$ cat src/common/dsss_pkg.sv
// Constants shared by the drive shutoff and second-set selection logic.
// Assumes a 32-bit APB register bus and twelve remappable input terminals.
package dsss_pkg;

	// Number of input terminals that carry a remappable function.
	localparam int TERM_COUNT = 12;
	// Number of parameters in each drive parameter set.
	localparam int SET_COUNT  = 8;
	// Width of one drive parameter.
	localparam int PARAM_W    = 16;

	// Function codes held in the terminal mapping entries.
	localparam logic [15:0] FUNC_SECOND_SET = 16'h0003;
	localparam logic [15:0] FUNC_SHUTOFF    = 16'h0018;
	localparam logic [15:0] FUNC_NONE       = 16'h270F;

	// Terminals that carry the two functions after reset.
	localparam int TERM_SECOND_SET = 2;
	localparam int TERM_SHUTOFF    = 3;

	// Shutoff logic setting values.
	localparam logic [7:0] LOGIC_NO = 8'h00;
	localparam logic [7:0] LOGIC_NC = 8'h02;
	// Second-set condition setting values.
	localparam logic [7:0] COND_IMMEDIATE = 8'h00;
	localparam logic [7:0] COND_CONST_SPD = 8'h0A;
	// Value of the user group read selection that unlocks the shutoff logic and second-set condition settings.
	localparam logic [15:0] UGRS_UNLOCK = 16'h0000;

	// Values after reset.
	localparam logic [7:0]  LOGIC_RESET = LOGIC_NO;
	localparam logic [7:0]  COND_RESET  = COND_IMMEDIATE;
	localparam logic [15:0] UGRS_RESET  = 16'h0000;
	localparam logic [15:0] PARAM_RESET = 16'h0000;

	// Register byte offsets.
	localparam logic [7:0] OFS_LOGIC  = 8'h00;
	localparam logic [7:0] OFS_COND   = 8'h04;
	localparam logic [7:0] OFS_UGRS   = 8'h08;
	localparam logic [7:0] OFS_STATUS = 8'h0C;
	localparam logic [7:0] OFS_MAP    = 8'h40;
	localparam logic [7:0] OFS_FIRST  = 8'h80;
	localparam logic [7:0] OFS_SECOND = 8'hC0;

	// Status register bit positions.
	localparam int ST_SHUTOFF = 0;
	localparam int ST_OUTPUT  = 1;
	localparam int ST_SECOND  = 2;
	localparam int ST_COAST   = 3;
	localparam int ST_DECEL   = 4;

	// Run states of the output stage.
	typedef enum logic [1:0] {
		RUN_STOPPED,
		RUN_ACTIVE,
		RUN_DECEL,
		RUN_COAST
	} dsss_run_t;

endpackage

$ cat src/verilog/dsss_top.sv
// Output shutoff and second parameter set selection for a motor drive.
// Assumes APB on MCLK, contacts on asynchronous pins, and motor status
// (constant speed, standstill) from control logic on the same clock.
//
// Local design decisions: the register addresses and the APB slave port.
`timescale 1ns/1ps
module dsss_top (
	input  wire logic         MCLK,           // System clock, 40 MHz.
	input  wire logic         RST,            // Synchronous reset, active high.
	input  wire logic [11:0]  TERM_IN,        // Contact input terminals.
	input  wire logic         START_IN,       // Start command contact.
	input  wire logic         CONST_SPEED,    // Motor runs at constant speed.
	input  wire logic         MOTOR_STOPPED,  // Motor has come to rest.
	input  wire logic         PSEL,           // APB select.
	input  wire logic         PENABLE,        // APB enable.
	input  wire logic         PWRITE,         // APB direction, high for write.
	input  wire logic [7:0]   PADDR,          // APB byte address.
	input  wire logic [31:0]  PWDATA,         // APB write data.
	output logic      [31:0]  PRDATA,         // APB read data.
	output logic              PREADY,         // APB ready.
	output logic              PSLVERR,        // APB error for unmapped address.
	output logic              OUT_ENABLE,     // Power output stage enabled.
	output logic              DECEL_REQ,      // Ramped deceleration in progress.
	output logic              COAST_REQ,      // Motor coasting with output off.
	output logic              SECOND_SET_VALID, // Alternate parameter set in use.
	output logic      [127:0] ACTIVE_PARAMS   // Parameter set now in force.
);

	// Synchroniser stages for all contact inputs.
	logic [11:0] term_meta_reg;   // First stage, read only by the second.
	logic [11:0] term_sync_reg;   // Second stage, safe to decode.
	logic        start_meta_reg;  // First stage of the start contact.
	logic        start_sync_reg;  // Second stage of the start contact.

	// Software settings.
	logic [7:0]  logic_reg;       // Shutoff logic setting.
	logic [7:0]  cond_reg;        // Second-set condition setting.
	logic [15:0] ugrs_reg;        // User group read selection.
	logic [15:0] map_reg    [dsss_pkg::TERM_COUNT];  // Terminal mapping.
	logic [15:0] first_reg  [dsss_pkg::SET_COUNT];   // Normal parameter set.
	logic [15:0] second_reg [dsss_pkg::SET_COUNT];   // Alternate parameter set.

	// Run state.
	dsss_pkg::dsss_run_t state_reg;   // Present run state.
	dsss_pkg::dsss_run_t state_next;  // Next run state.

	// Returns a mask of the terminals whose mapping entry holds the given code.
	function automatic logic [11:0] terms_with(input logic [15:0] code,
		input logic [15:0] m [dsss_pkg::TERM_COUNT]);
		logic [11:0] mask;
		mask = 12'h000;
		for (int i = 0; i < dsss_pkg::TERM_COUNT; i++)
		begin
			mask[i] = (m[i] == code);
		end
		return mask;
	endfunction

	// Returns the bits of a set flattened into one word, entry 0 lowest.
	function automatic logic [127:0] flatten(input logic [15:0] s [dsss_pkg::SET_COUNT]);
		logic [127:0] flat;
		flat = 128'h0;
		for (int i = 0; i < dsss_pkg::SET_COUNT; i++)
		begin
			flat[i*16 +: 16] = s[i];
		end
		return flat;
	endfunction

	// Two flip-flops ahead of every decode, so a bouncing contact cannot
	// reach the mapping logic while metastable.
	always_ff @(posedge MCLK)
	begin
		term_meta_reg  <= TERM_IN;
		term_sync_reg  <= term_meta_reg;
		start_meta_reg <= START_IN;
		start_sync_reg <= start_meta_reg;
	end

	// Function decode after synchronisation.
	wire [11:0] shut_mask   = terms_with(dsss_pkg::FUNC_SHUTOFF, map_reg);
	wire [11:0] second_mask = terms_with(dsss_pkg::FUNC_SECOND_SET, map_reg);
	// A closed contact reads high; the NC setting turns an open contact
	// into the active level for the shutoff function only.
	wire        shut_invert = (logic_reg == dsss_pkg::LOGIC_NC);
	wire [11:0] shut_level  = shut_invert ? ~term_sync_reg : term_sync_reg;
	wire        shutoff_act = |(shut_mask & shut_level);
	wire        second_sel  = |(second_mask & term_sync_reg);
	wire        start_act   = start_sync_reg;

	// Second set: immediate, or only while the speed is steady.
	wire        cond_ok     = (cond_reg == dsss_pkg::COND_IMMEDIATE) ||
		((cond_reg == dsss_pkg::COND_CONST_SPD) && CONST_SPEED);
	wire        second_next = second_sel && cond_ok;

	// Whole group switches in one edge, never parameter by parameter.
	wire [127:0] first_flat  = flatten(first_reg);
	wire [127:0] second_flat = flatten(second_reg);
	wire [127:0] params_next = second_next ? second_flat : first_flat;

	// Run state machine. Shutoff is taken from the terminal whatever the
	// command source, since no operation mode input gates it.
	always_comb
	begin
		state_next = state_reg;
		unique case (state_reg)
			dsss_pkg::RUN_STOPPED:
				// A start while shutoff is active is simply not taken.
				if (start_act && !shutoff_act)
					state_next = dsss_pkg::RUN_ACTIVE;
			dsss_pkg::RUN_ACTIVE:
				if (shutoff_act)
					state_next = dsss_pkg::RUN_COAST;
				else if (!start_act)
					state_next = dsss_pkg::RUN_DECEL;
			dsss_pkg::RUN_DECEL:
				// Shutoff during the ramp abandons it and lets the motor coast.
				if (shutoff_act)
					state_next = dsss_pkg::RUN_COAST;
				else if (start_act)
					state_next = dsss_pkg::RUN_ACTIVE;
				else if (MOTOR_STOPPED)
					state_next = dsss_pkg::RUN_STOPPED;
			dsss_pkg::RUN_COAST:
				// Leave only once at rest and released, so no restart races it.
				if (MOTOR_STOPPED && !shutoff_act)
					state_next = dsss_pkg::RUN_STOPPED;
		endcase
	end

	// Output stage flags, all registered.
	wire out_next = ((state_next == dsss_pkg::RUN_ACTIVE) ||
		(state_next == dsss_pkg::RUN_DECEL)) && !shutoff_act;

	// Run state and outputs.
	always_ff @(posedge MCLK)
	begin
		if (RST)
		begin
			state_reg        <= dsss_pkg::RUN_STOPPED;
			OUT_ENABLE       <= 1'b0;
			DECEL_REQ        <= 1'b0;
			COAST_REQ        <= 1'b0;
			SECOND_SET_VALID <= 1'b0;
			ACTIVE_PARAMS    <= 128'h0;
		end
		else
		begin
			state_reg        <= state_next;
			OUT_ENABLE       <= out_next;
			DECEL_REQ        <= (state_next == dsss_pkg::RUN_DECEL);
			COAST_REQ        <= (state_next == dsss_pkg::RUN_COAST);
			SECOND_SET_VALID <= second_next;
			ACTIVE_PARAMS    <= params_next;
		end
	end

	// APB decode. Every access completes with no wait state.
	wire        setup_ph  = PSEL && !PENABLE;
	wire        access_ok = PSEL && PENABLE && PREADY;
	wire        wr_en     = access_ok && PWRITE;
	wire        unlocked  = (ugrs_reg == dsss_pkg::UGRS_UNLOCK);
	wire        hit_logic = (PADDR == dsss_pkg::OFS_LOGIC);
	wire        hit_cond  = (PADDR == dsss_pkg::OFS_COND);
	wire        hit_ugrs  = (PADDR == dsss_pkg::OFS_UGRS);
	wire        hit_stat  = (PADDR == dsss_pkg::OFS_STATUS);
	wire        hit_map   = (PADDR[7:6] == 2'h1) && (PADDR[5:2] < 4'hC) && (PADDR[1:0] == 2'h0);
	wire        hit_first = (PADDR[7:5] == 3'h4) && (PADDR[1:0] == 2'h0);
	wire        hit_sec   = (PADDR[7:5] == 3'h6) && (PADDR[1:0] == 2'h0);
	wire        hit_any   = hit_logic || hit_cond || hit_ugrs || hit_stat ||
		hit_map || hit_first || hit_sec;
	wire [3:0]  map_idx   = PADDR[5:2];
	wire [2:0]  set_idx   = PADDR[4:2];
	// Values outside the documented settings are dropped, not stored.
	wire        logic_val = (PWDATA[7:0] == dsss_pkg::LOGIC_NO) ||
		(PWDATA[7:0] == dsss_pkg::LOGIC_NC);
	wire        cond_val  = (PWDATA[7:0] == dsss_pkg::COND_IMMEDIATE) ||
		(PWDATA[7:0] == dsss_pkg::COND_CONST_SPD);

	// Status word, each flag at its named position. The decel flag is taken
	// from the state register, which always agrees with DECEL_REQ.
	logic [31:0] status;   // Read-only status word.
	always_comb
	begin
		status                       = 32'h0;
		status[dsss_pkg::ST_SHUTOFF] = shutoff_act;
		status[dsss_pkg::ST_OUTPUT]  = OUT_ENABLE;
		status[dsss_pkg::ST_SECOND]  = SECOND_SET_VALID;
		status[dsss_pkg::ST_COAST]   = COAST_REQ;
		status[dsss_pkg::ST_DECEL]   = (state_reg == dsss_pkg::RUN_DECEL);
	end

	// Read mux, sampled into PRDATA during the setup cycle.
	logic [31:0] rd_mux;
	always_comb
	begin
		rd_mux = 32'h0;
		if (hit_logic)
			rd_mux = {24'h0, logic_reg};
		else if (hit_cond)
			rd_mux = {24'h0, cond_reg};
		else if (hit_ugrs)
			rd_mux = {16'h0, ugrs_reg};
		else if (hit_stat)
			rd_mux = status;
		else if (hit_map)
			rd_mux = {16'h0, map_reg[map_idx]};
		else if (hit_first)
			rd_mux = {16'h0, first_reg[set_idx]};
		else if (hit_sec)
			rd_mux = {16'h0, second_reg[set_idx]};
	end

	// Bus answer: ready rises for the access cycle that follows a setup.
	always_ff @(posedge MCLK)
	begin
		if (RST)
		begin
			PREADY  <= 1'b0;
			PSLVERR <= 1'b0;
			PRDATA  <= 32'h0;
		end
		else
		begin
			PREADY  <= setup_ph;
			PSLVERR <= setup_ph && !hit_any;
			PRDATA  <= setup_ph ? rd_mux : 32'h0;
		end
	end

	// Setting registers. A locked write completes normally but changes nothing.
	always_ff @(posedge MCLK)
	begin
		if (RST)
		begin
			logic_reg <= dsss_pkg::LOGIC_RESET;
			cond_reg  <= dsss_pkg::COND_RESET;
			ugrs_reg  <= dsss_pkg::UGRS_RESET;
		end
		else
		begin
			if (wr_en && hit_logic && unlocked && logic_val)
				logic_reg <= PWDATA[7:0];
			if (wr_en && hit_cond && unlocked && cond_val)
				cond_reg <= PWDATA[7:0];
			if (wr_en && hit_ugrs)
				ugrs_reg <= PWDATA[15:0];
		end
	end

	// Terminal mapping and parameter sets.
	always_ff @(posedge MCLK)
	begin
		if (RST)
		begin
			for (int i = 0; i < dsss_pkg::TERM_COUNT; i++)
			begin
				map_reg[i] <= (i == dsss_pkg::TERM_SHUTOFF) ? dsss_pkg::FUNC_SHUTOFF :
					(i == dsss_pkg::TERM_SECOND_SET) ? dsss_pkg::FUNC_SECOND_SET :
					dsss_pkg::FUNC_NONE;
			end
			for (int i = 0; i < dsss_pkg::SET_COUNT; i++)
			begin
				first_reg[i]  <= dsss_pkg::PARAM_RESET;
				second_reg[i] <= dsss_pkg::PARAM_RESET;
			end
		end
		else
		begin
			if (wr_en && hit_map)
				map_reg[map_idx] <= PWDATA[15:0];
			if (wr_en && hit_first)
				first_reg[set_idx] <= PWDATA[15:0];
			if (wr_en && hit_sec)
				second_reg[set_idx] <= PWDATA[15:0];
		end
	end
endmodule

$ cat config.mk
export PLATFORM = sky130hd
export DESIGN_NAME = dsss_top
export DESIGN_NICKNAME = d
export VERILOG_FILES = /design/src/common/dsss_pkg.sv /design/src/verilog/dsss_top.sv
export SDC_FILE = /design/constraint.sdc
export NUM_CORES = 2
export LEC_CHECK = 0
export BUFFER_PORTS_ARGS = -buffer_cell sky130_fd_sc_hd__buf_2
export CORE_MARGIN = 2
export CORE_UTILIZATION = 35
export CTS_CLUSTER_SIZE = 24
export DETAILED_ROUTE_END_ITERATION = 7
export GPL_TIMING_DRIVEN = 0
export SLEW_MARGIN = 20
export SYNTH_ARGS = -nofsm -noshare
export SYNTH_HDL_FRONTEND = slang
export SYNTH_SLANG_ARGS = --single-unit
$ cat constraint.sdc
create_clock -name MCLK -period 2.87 [get_ports MCLK]
set_input_delay 0.287 -clock MCLK [delete_from_list [all_inputs] [get_ports MCLK]]
set_output_delay 0.287 -clock MCLK [all_outputs]
set_load 0.05 [all_outputs]
Word level (Yosys, flattened, before mapping)
Cells that the tools add are included.
{ "word_totals": {"ff_bits": 674, "in_bits": 60, "output_inout_bits": 166, "wordCells": 180} }
{ "classes": {"magnitude_cmp": 5, "n_eq_ne": 40, "muxes": 33, "bitwise_logic": 6, "n_reduce_logical": 50} }
{ "ops": {"columns": ["op", "n"], "rows": [
  ["128-bit bitwise mux", 2],
  ["16-bit two-way mux", 13],
  ["192-bit bitwise mux", 1],
  ["16-bit by 2-bit == test with 1-bit output, second input constant", 12],
  ["16-bit by 5-bit == test with 1-bit output, second input constant", 12],
  ["128-bit two-way mux", 1],
  ["16-bit binary-select mux with 3-bit select", 2],
  ["16-bit binary-select mux with 4-bit select", 1],
  ["16-bit demux with 4-bit select", 1],
  ["16-bit demux with 3-bit select", 1],
  ["8-bit by 4-bit == test with 1-bit output, second input constant", 4],
  ["1-bit logical AND", 26],
  ["12-bit AND", 2],
  ["8-bit zero test", 3],
  ["12-bit OR reduction", 2],
  ["8-bit by 2-bit == test with 1-bit output, second input constant", 2],
  ["16-bit zero test", 1],
  ["8-bit two-way mux", 2],
  ["2-bit two-way mux", 7],
  ["12-bit two-way mux", 1],
  ["12-bit inverter", 1],
  ["1-bit logical OR", 10],
  ["2-bit == test, second input constant", 4],
  ["8-bit by 3-bit == test with 1-bit output, second input constant", 1],
  ["16 further kinds", 22]
]} }

Logic depth before layout (Yosys ltp)
{ "logic_depth": {"word_depth": 11, "depth_mapped": 10, "ltp_nobuf": 9} }

Worst setup path after synthesis
No wires, ideal clock.
{ "synth_timing": {"path_type": "reg2reg", "start": "register logic_reg[7]", "end": "register OUT_ENABLE", "setup_ps": 92, "arrival_time_ps": 2420, "path_slack_ps": 358, "stages_incl_launch_ff": 10, "n_path_buf": 0, "period_less_slack_ps": 2512, "cell_sequence": "dfxtp_1 -> nor4b_1 -> and2_1 -> o21ai_0 -> a2111oi_0 -> a22oi_1 -> nor2_1 -> mux2_2 -> ha_1 -> nor4_1"} }
{ "synth_between": {"elab_chain_cells": 11, "elab_cells_between_ends": 16, "cone_classes": "3 x eq/ne; 6 x mux; 1 x bitwise; 6 x reduce/logical"} }
{ "synth_lines": {"columns": ["item", "line", "source"], "rows": [
  ["start: declaration", "dsss_top.sv:36", "logic [7:0] logic_reg;"],
  ["start signal: assignment", "dsss_top.sv:236", "logic_reg <= dsss_pkg::LOGIC_RESET;"],
  ["start signal: assignment", "dsss_top.sv:243", "logic_reg <= PWDATA[7:0];"],
  ["8-bit by 2-bit == test with 1-bit output (*)", "dsss_top.sv:85", "wire shut_invert = (logic_reg == dsss_pkg::LOGIC_NC);"],
  ["12-bit two-way mux (*)", "dsss_top.sv:86", "wire [11:0] shut_level = shut_invert ? ~term_sync_reg : term_sync_reg;"],
  ["12-bit AND (*)", "dsss_top.sv:87", "wire shutoff_act = |(shut_mask & shut_level);"],
  ["12-bit OR reduction (*)", "dsss_top.sv:87", null],
  ["1-bit zero test", "dsss_top.sv:109, dsss_top.sv:126, dsss_top.sv:133", null],
  ["1-bit logical AND, on equally long branches", "dsss_top.sv:126, dsss_top.sv:109", null],
  ["2-bit two-way mux, on equally long branches", "dsss_top.sv:126, dsss_top.sv:109", null],
  ["2-bit case mux with 4 select lines", "dsss_top.sv:106", "unique case (state_reg)"],
  ["2-bit by 1-bit == test with 1-bit output / 2-bit == test (equally long branches)", "dsss_top.sv:132, dsss_top.sv:133", null],
  ["1-bit logical OR", "dsss_top.sv:132", "wire out_next = ((state_next == dsss_pkg::RUN_ACTIVE) ||"],
  ["1-bit logical AND (*)", "dsss_top.sv:133", "(state_next == dsss_pkg::RUN_DECEL)) && !shutoff_act;"],
  ["end signal: assignment", "dsss_top.sv:150", "OUT_ENABLE <= out_next;"],
  ["end: declaration", "dsss_top.sv:22", "output logic OUT_ENABLE,"]
]} }
Every way passes the cells marked *; elsewhere a longest branch is shown, timed or not.
A chain may end at the register's enable or synchronous reset.

Final worst setup path
{ "layout_timing": {"start": "input port PADDR[3]", "end": "register PRDATA[13]"} }
{ "layout_between": {"elab_chain_cells": 9, "elab_cells_between_ends": 24, "cone_classes": "1 x order compare; 3 x eq/ne; 14 x mux; 2 x bitwise; 4 x reduce/logical"} }
{ "layout_lines": {"columns": ["item", "line", "source"], "rows": [
  ["start: declaration", "dsss_top.sv:17", "input wire logic [7:0] PADDR,"],
  ["3-bit inverter with 4-bit output (implied by the code)", "dsss_top.sv:209, dsss_top.sv:211", null],
  ["16-bit binary-select mux with 3-bit select", "dsss_top.sv:211", "rd_mux = {16'h0, second_reg[set_idx]};"],
  ["16-bit two-way mux (implied by the code) (2 in series)", "dsss_top.sv:211", null],
  ["16-bit two-way mux", "dsss_top.sv:210", "else if (hit_sec)"],
  ["16-bit two-way mux", "dsss_top.sv:208", "else if (hit_first)"],
  ["16-bit two-way mux", "dsss_top.sv:206", "else if (hit_map)"],
  ["16-bit two-way mux", "dsss_top.sv:204", "else if (hit_stat)"],
  ["16-bit two-way mux", "dsss_top.sv:202", "else if (hit_ugrs)"],
  ["end signal: assignment", "dsss_top.sv:227", "PRDATA <= setup_ph ? rd_mux : 32'h0;"],
  ["end: declaration", "dsss_top.sv:19", "output logic [31:0] PRDATA,"]
]} }
Several ways; a longest one is shown, not always the timed one. The select of a mux whose other input is x is not followed.

==> reports/qor.csv <==
stage,metric,value,unit
routing,Final ANT Viol Nets,0,
final_layout,Final #Nets,3656,
routing,initial DRC count,4142,
synth,"EDFF count, synth",0,
worst_hold_path,Min-Delay Path Class,in2reg,
global_route,largest net degree at the start of global routing,15,
placement,Post-DP Area,29900,um^2
power_and_ir_drop,clock power share,0.484,
worst_setup_path,CP Max Fanout,10,
floorplanning,die area,81100,um^2
sta,fmax,0.330,GHz
synth,"count leader, synth",nand2_1,
run_status,status,"complete, but fails checks",
sta,fin crit share,1.05,
clocking,CTS clock-pin slew for the worst setup and hold paths,0.06,ns
final_layout,Layout Area Growth over Synthesis,20.4,%
routing,Vias per Instance,5.84,
synth,"Seq/Total Area, Yosys",0.477,
sta,Setup Total Neg Slack,-0.475,ns
global_route,global-route wire length before repair,180000,um
placement,placer congestion estimate,1.01,
sta,crit path time final,3.03,ns
clocking,worst-case clock buffer depth,3,
sta,final worst slack,-0.156,ns
power_and_ir_drop,static leakage,0.0116,uW
sta,RSZ-0062 raised after global routing,yes,
global_route,antenna violations before repair,10,
final_layout,layout cells sized above 1,0.167,
placement,port bufs,181,
worst_setup_path,Max stage delay on crit path,0.62,ns
power_and_ir_drop,Gate power share,0.061,
synth,"FF+latch count, synth",658,
final_layout,max FFs per register,192,
power_and_ir_drop,Int Pwr,15100,uW
worst_setup_path,kind of end point of the critical path,register,
run,max-cap violations,0,
sta,setup violators final,6,
synth,Netlist cell types,50,
routing,DRT Pass-1 Iters,6,
global_route,total track usage,0.305,
floorplanning,Starting Density,0.355,
synth,Post-Synthesis Cell Area,27600,um^2
routing,drt wl/cell,27.4,um
worst_setup_path,Buf/Inv on CP,3,
floorplanning,# rows,102,
sta,clock skew,0.0338,ns
worst_setup_path,cell family with most CP delay,buffers and inverters,
power_and_ir_drop,net switching power,5090,uW
floorplanning,# IOs,226,
worst_setup_path,Critical Path Source Type,input port,
power_and_ir_drop,PwrDens,607,nW/um^2
synth,warnings from Yosys,0,
worst_setup_path,Critical Path RT,3.37,ns
global_route,vias in the first global route,25000,
floorplanning,height of the die,285,um
worst_setup_path,WP data arrival,3.52,ns
synth,Synth top cells by count,"nand2_1, dfxtp_1, a21oi_1",
routing,drt drc,0,
clocking,worst-skew pair later-pin latency,0.64,ns
floorplanning,floorplan die width,285,um
synth,Synth Flop Type,dfxtp_1,
worst_setup_path,CP cell instances,clkbuf_1 > clkbuf_2 > buf_2 > mux4_2 > mux2i_1 > o22ai_1 > o21ai_0 > a21oi_1,
clocking,root buf cell,clkbuf_16,
synth,share of the synthesized area in the top cell type,0.477,
routing,vias,27400,
synth,post-synthesis average cell area,8.35,um^2
worst_setup_path,critical path class,in2reg,
clocking,CTS H-Tree Depth,3,
power_and_ir_drop,Reg power frac,0.455,
power_and_ir_drop,peak supply drop,0.000515,V
final_layout,design area,33200,um^2
synth,"top cells by area, synth","dfxtp_1, nand2_1, mux4_2",
floorplanning,Core ar.,77700,um^2
sta,Worst-Margin Slew,1.28,ns
placement,hpwl dp,94700,um
sta,Pins Over Slew Limit,0,
global_route,grt total ovfl,0,
placement,Place WS,-1.30,ns
clocking,CTS tree,built,
synth,ys async rst share,0,
sta,Hold Fails Final Rpt,0,
worst_setup_path,CP max stage cell,buf_2,
synth,Post-Syn Instances,3306,
synth,dominant cell type by area after synthesis,dfxtp_1,
run_status,failing checks,setup timing,
clocking,CTS Sinks,658,
clocking,cts bufs inserted,72,
sta,Slew headroom,0.145,
power_and_ir_drop,sw frac,0.252,
routing,WL final,129000,um
[final cells by class]
type / count / area, um^2
Clock buffer: 95 / 1990
Tap cell: 1040 / 1300
Timing Repair Buffer: 199 / 1080
Buffer: 275 / 1290
Antenna cell: 2 / 5.00
Clock inverter: 36 / 455
Inverter: 19 / 71.3
Sequential cell: 658 / 13200
Multi-Input combinational cell: 2369 / 13900
Fill cell: 7751 / 44500
[per-layer routing]
layer | global-route usage | up-vias | routed length, um
li1 | - | 11800 | -
met1 | 0.423 | 13200 | 51200
met2 | 0.436 | 2057 | 52800
met3 | 0.0956 | 346 | 18600
met4 | 0.130 | 8 | 5950
met5 | 0 | - | 46
[worst reg2reg max path: stages, from the launching register on]
cell	delay [ns]
dfxtp_1	0.51
nor4_4	0.11
nand3_1	0.19
o22ai_1	0.16
a311oi_1	0.46
a31oi_4	0.23
nor2_4	0.20
mux2_2	0.35
ha_1	0.31
nor4_2	0.24
[what timing repair did]
| item | 4_1_cts | 5_1_grt |
|---|---|---|
| pin swaps | 4 | 10 |
| hold buffers | 13 | 0 |
| endpoints found under the hold margin | 13 | 0 |
| setup endpoints to repair | 146 | 176 |
| gates resized for setup | 73 | 131 |
| buffers inserted | 2 | 2 |
[worst paths after layout]
path                                  startpoint  depth (start not counted)                to  slack [ns]
worst max register to register      map_reg[127]                          9        OUT_ENABLE        0.02
worst min-delay path               MOTOR_STOPPED                          3      state_reg[1]        0.03
worst max-delay path                    PADDR[3]                          8        PRDATA[13]       -0.16
worst min register to register  term_meta_reg[4]                          0  term_sync_reg[4]        0.32
[cells by family (layout without fill, tap and decap cells)]
kind of cell,Yosys count,after routing,synth area share
xor+xnor,1,1,0.000317
fa+ha+maj,2,2,0.000907
buf+inv,294,624,0.0447
other cells,1,18,0.000136
mux,185,185,0.119
simple gates,1569,1569,0.243
flops,658,658,0.477
compound gates,596,596,0.114
[through the flow]
step                hold WS [ns]  std cells   util  power [uW]
floorplan                  0.310       3321      -        9980
global route              0.0405       4691  0.427       20600
finish                    0.0258       4693  0.428       20200
CTS                       0.0142       4688  0.422       20100
global placement           0.311       4542  0.384       10500
detailed placement         0.312       4542  0.384       10500
[placed cells by master, fill, tap and decap left out, drive strengths merged, types with 54 or more instances in the layout]
master,count
nor2,95
nand2,1190
buf,262
mux2i,67
nand3b,84
clkbuf,294
a21oi,513
nand3,54
mux4,115
dfxtp,658
[power by group through the flow]
stage | clock [uW] | combinational (uW) | sequential, uW
3_5_place_dp | 0 | 1110 | 9390
2_1_floorplan | 0 | 584 | 9390
6_report | 9780 | 1230 | 9180
5_1_grt | 10200 | 1230 | 9180
4_1_cts | 9810 | 1140 | 9180
3_3_place_gp | 0 | 1110 | 9390
Power figures use the tool's default switching activity.
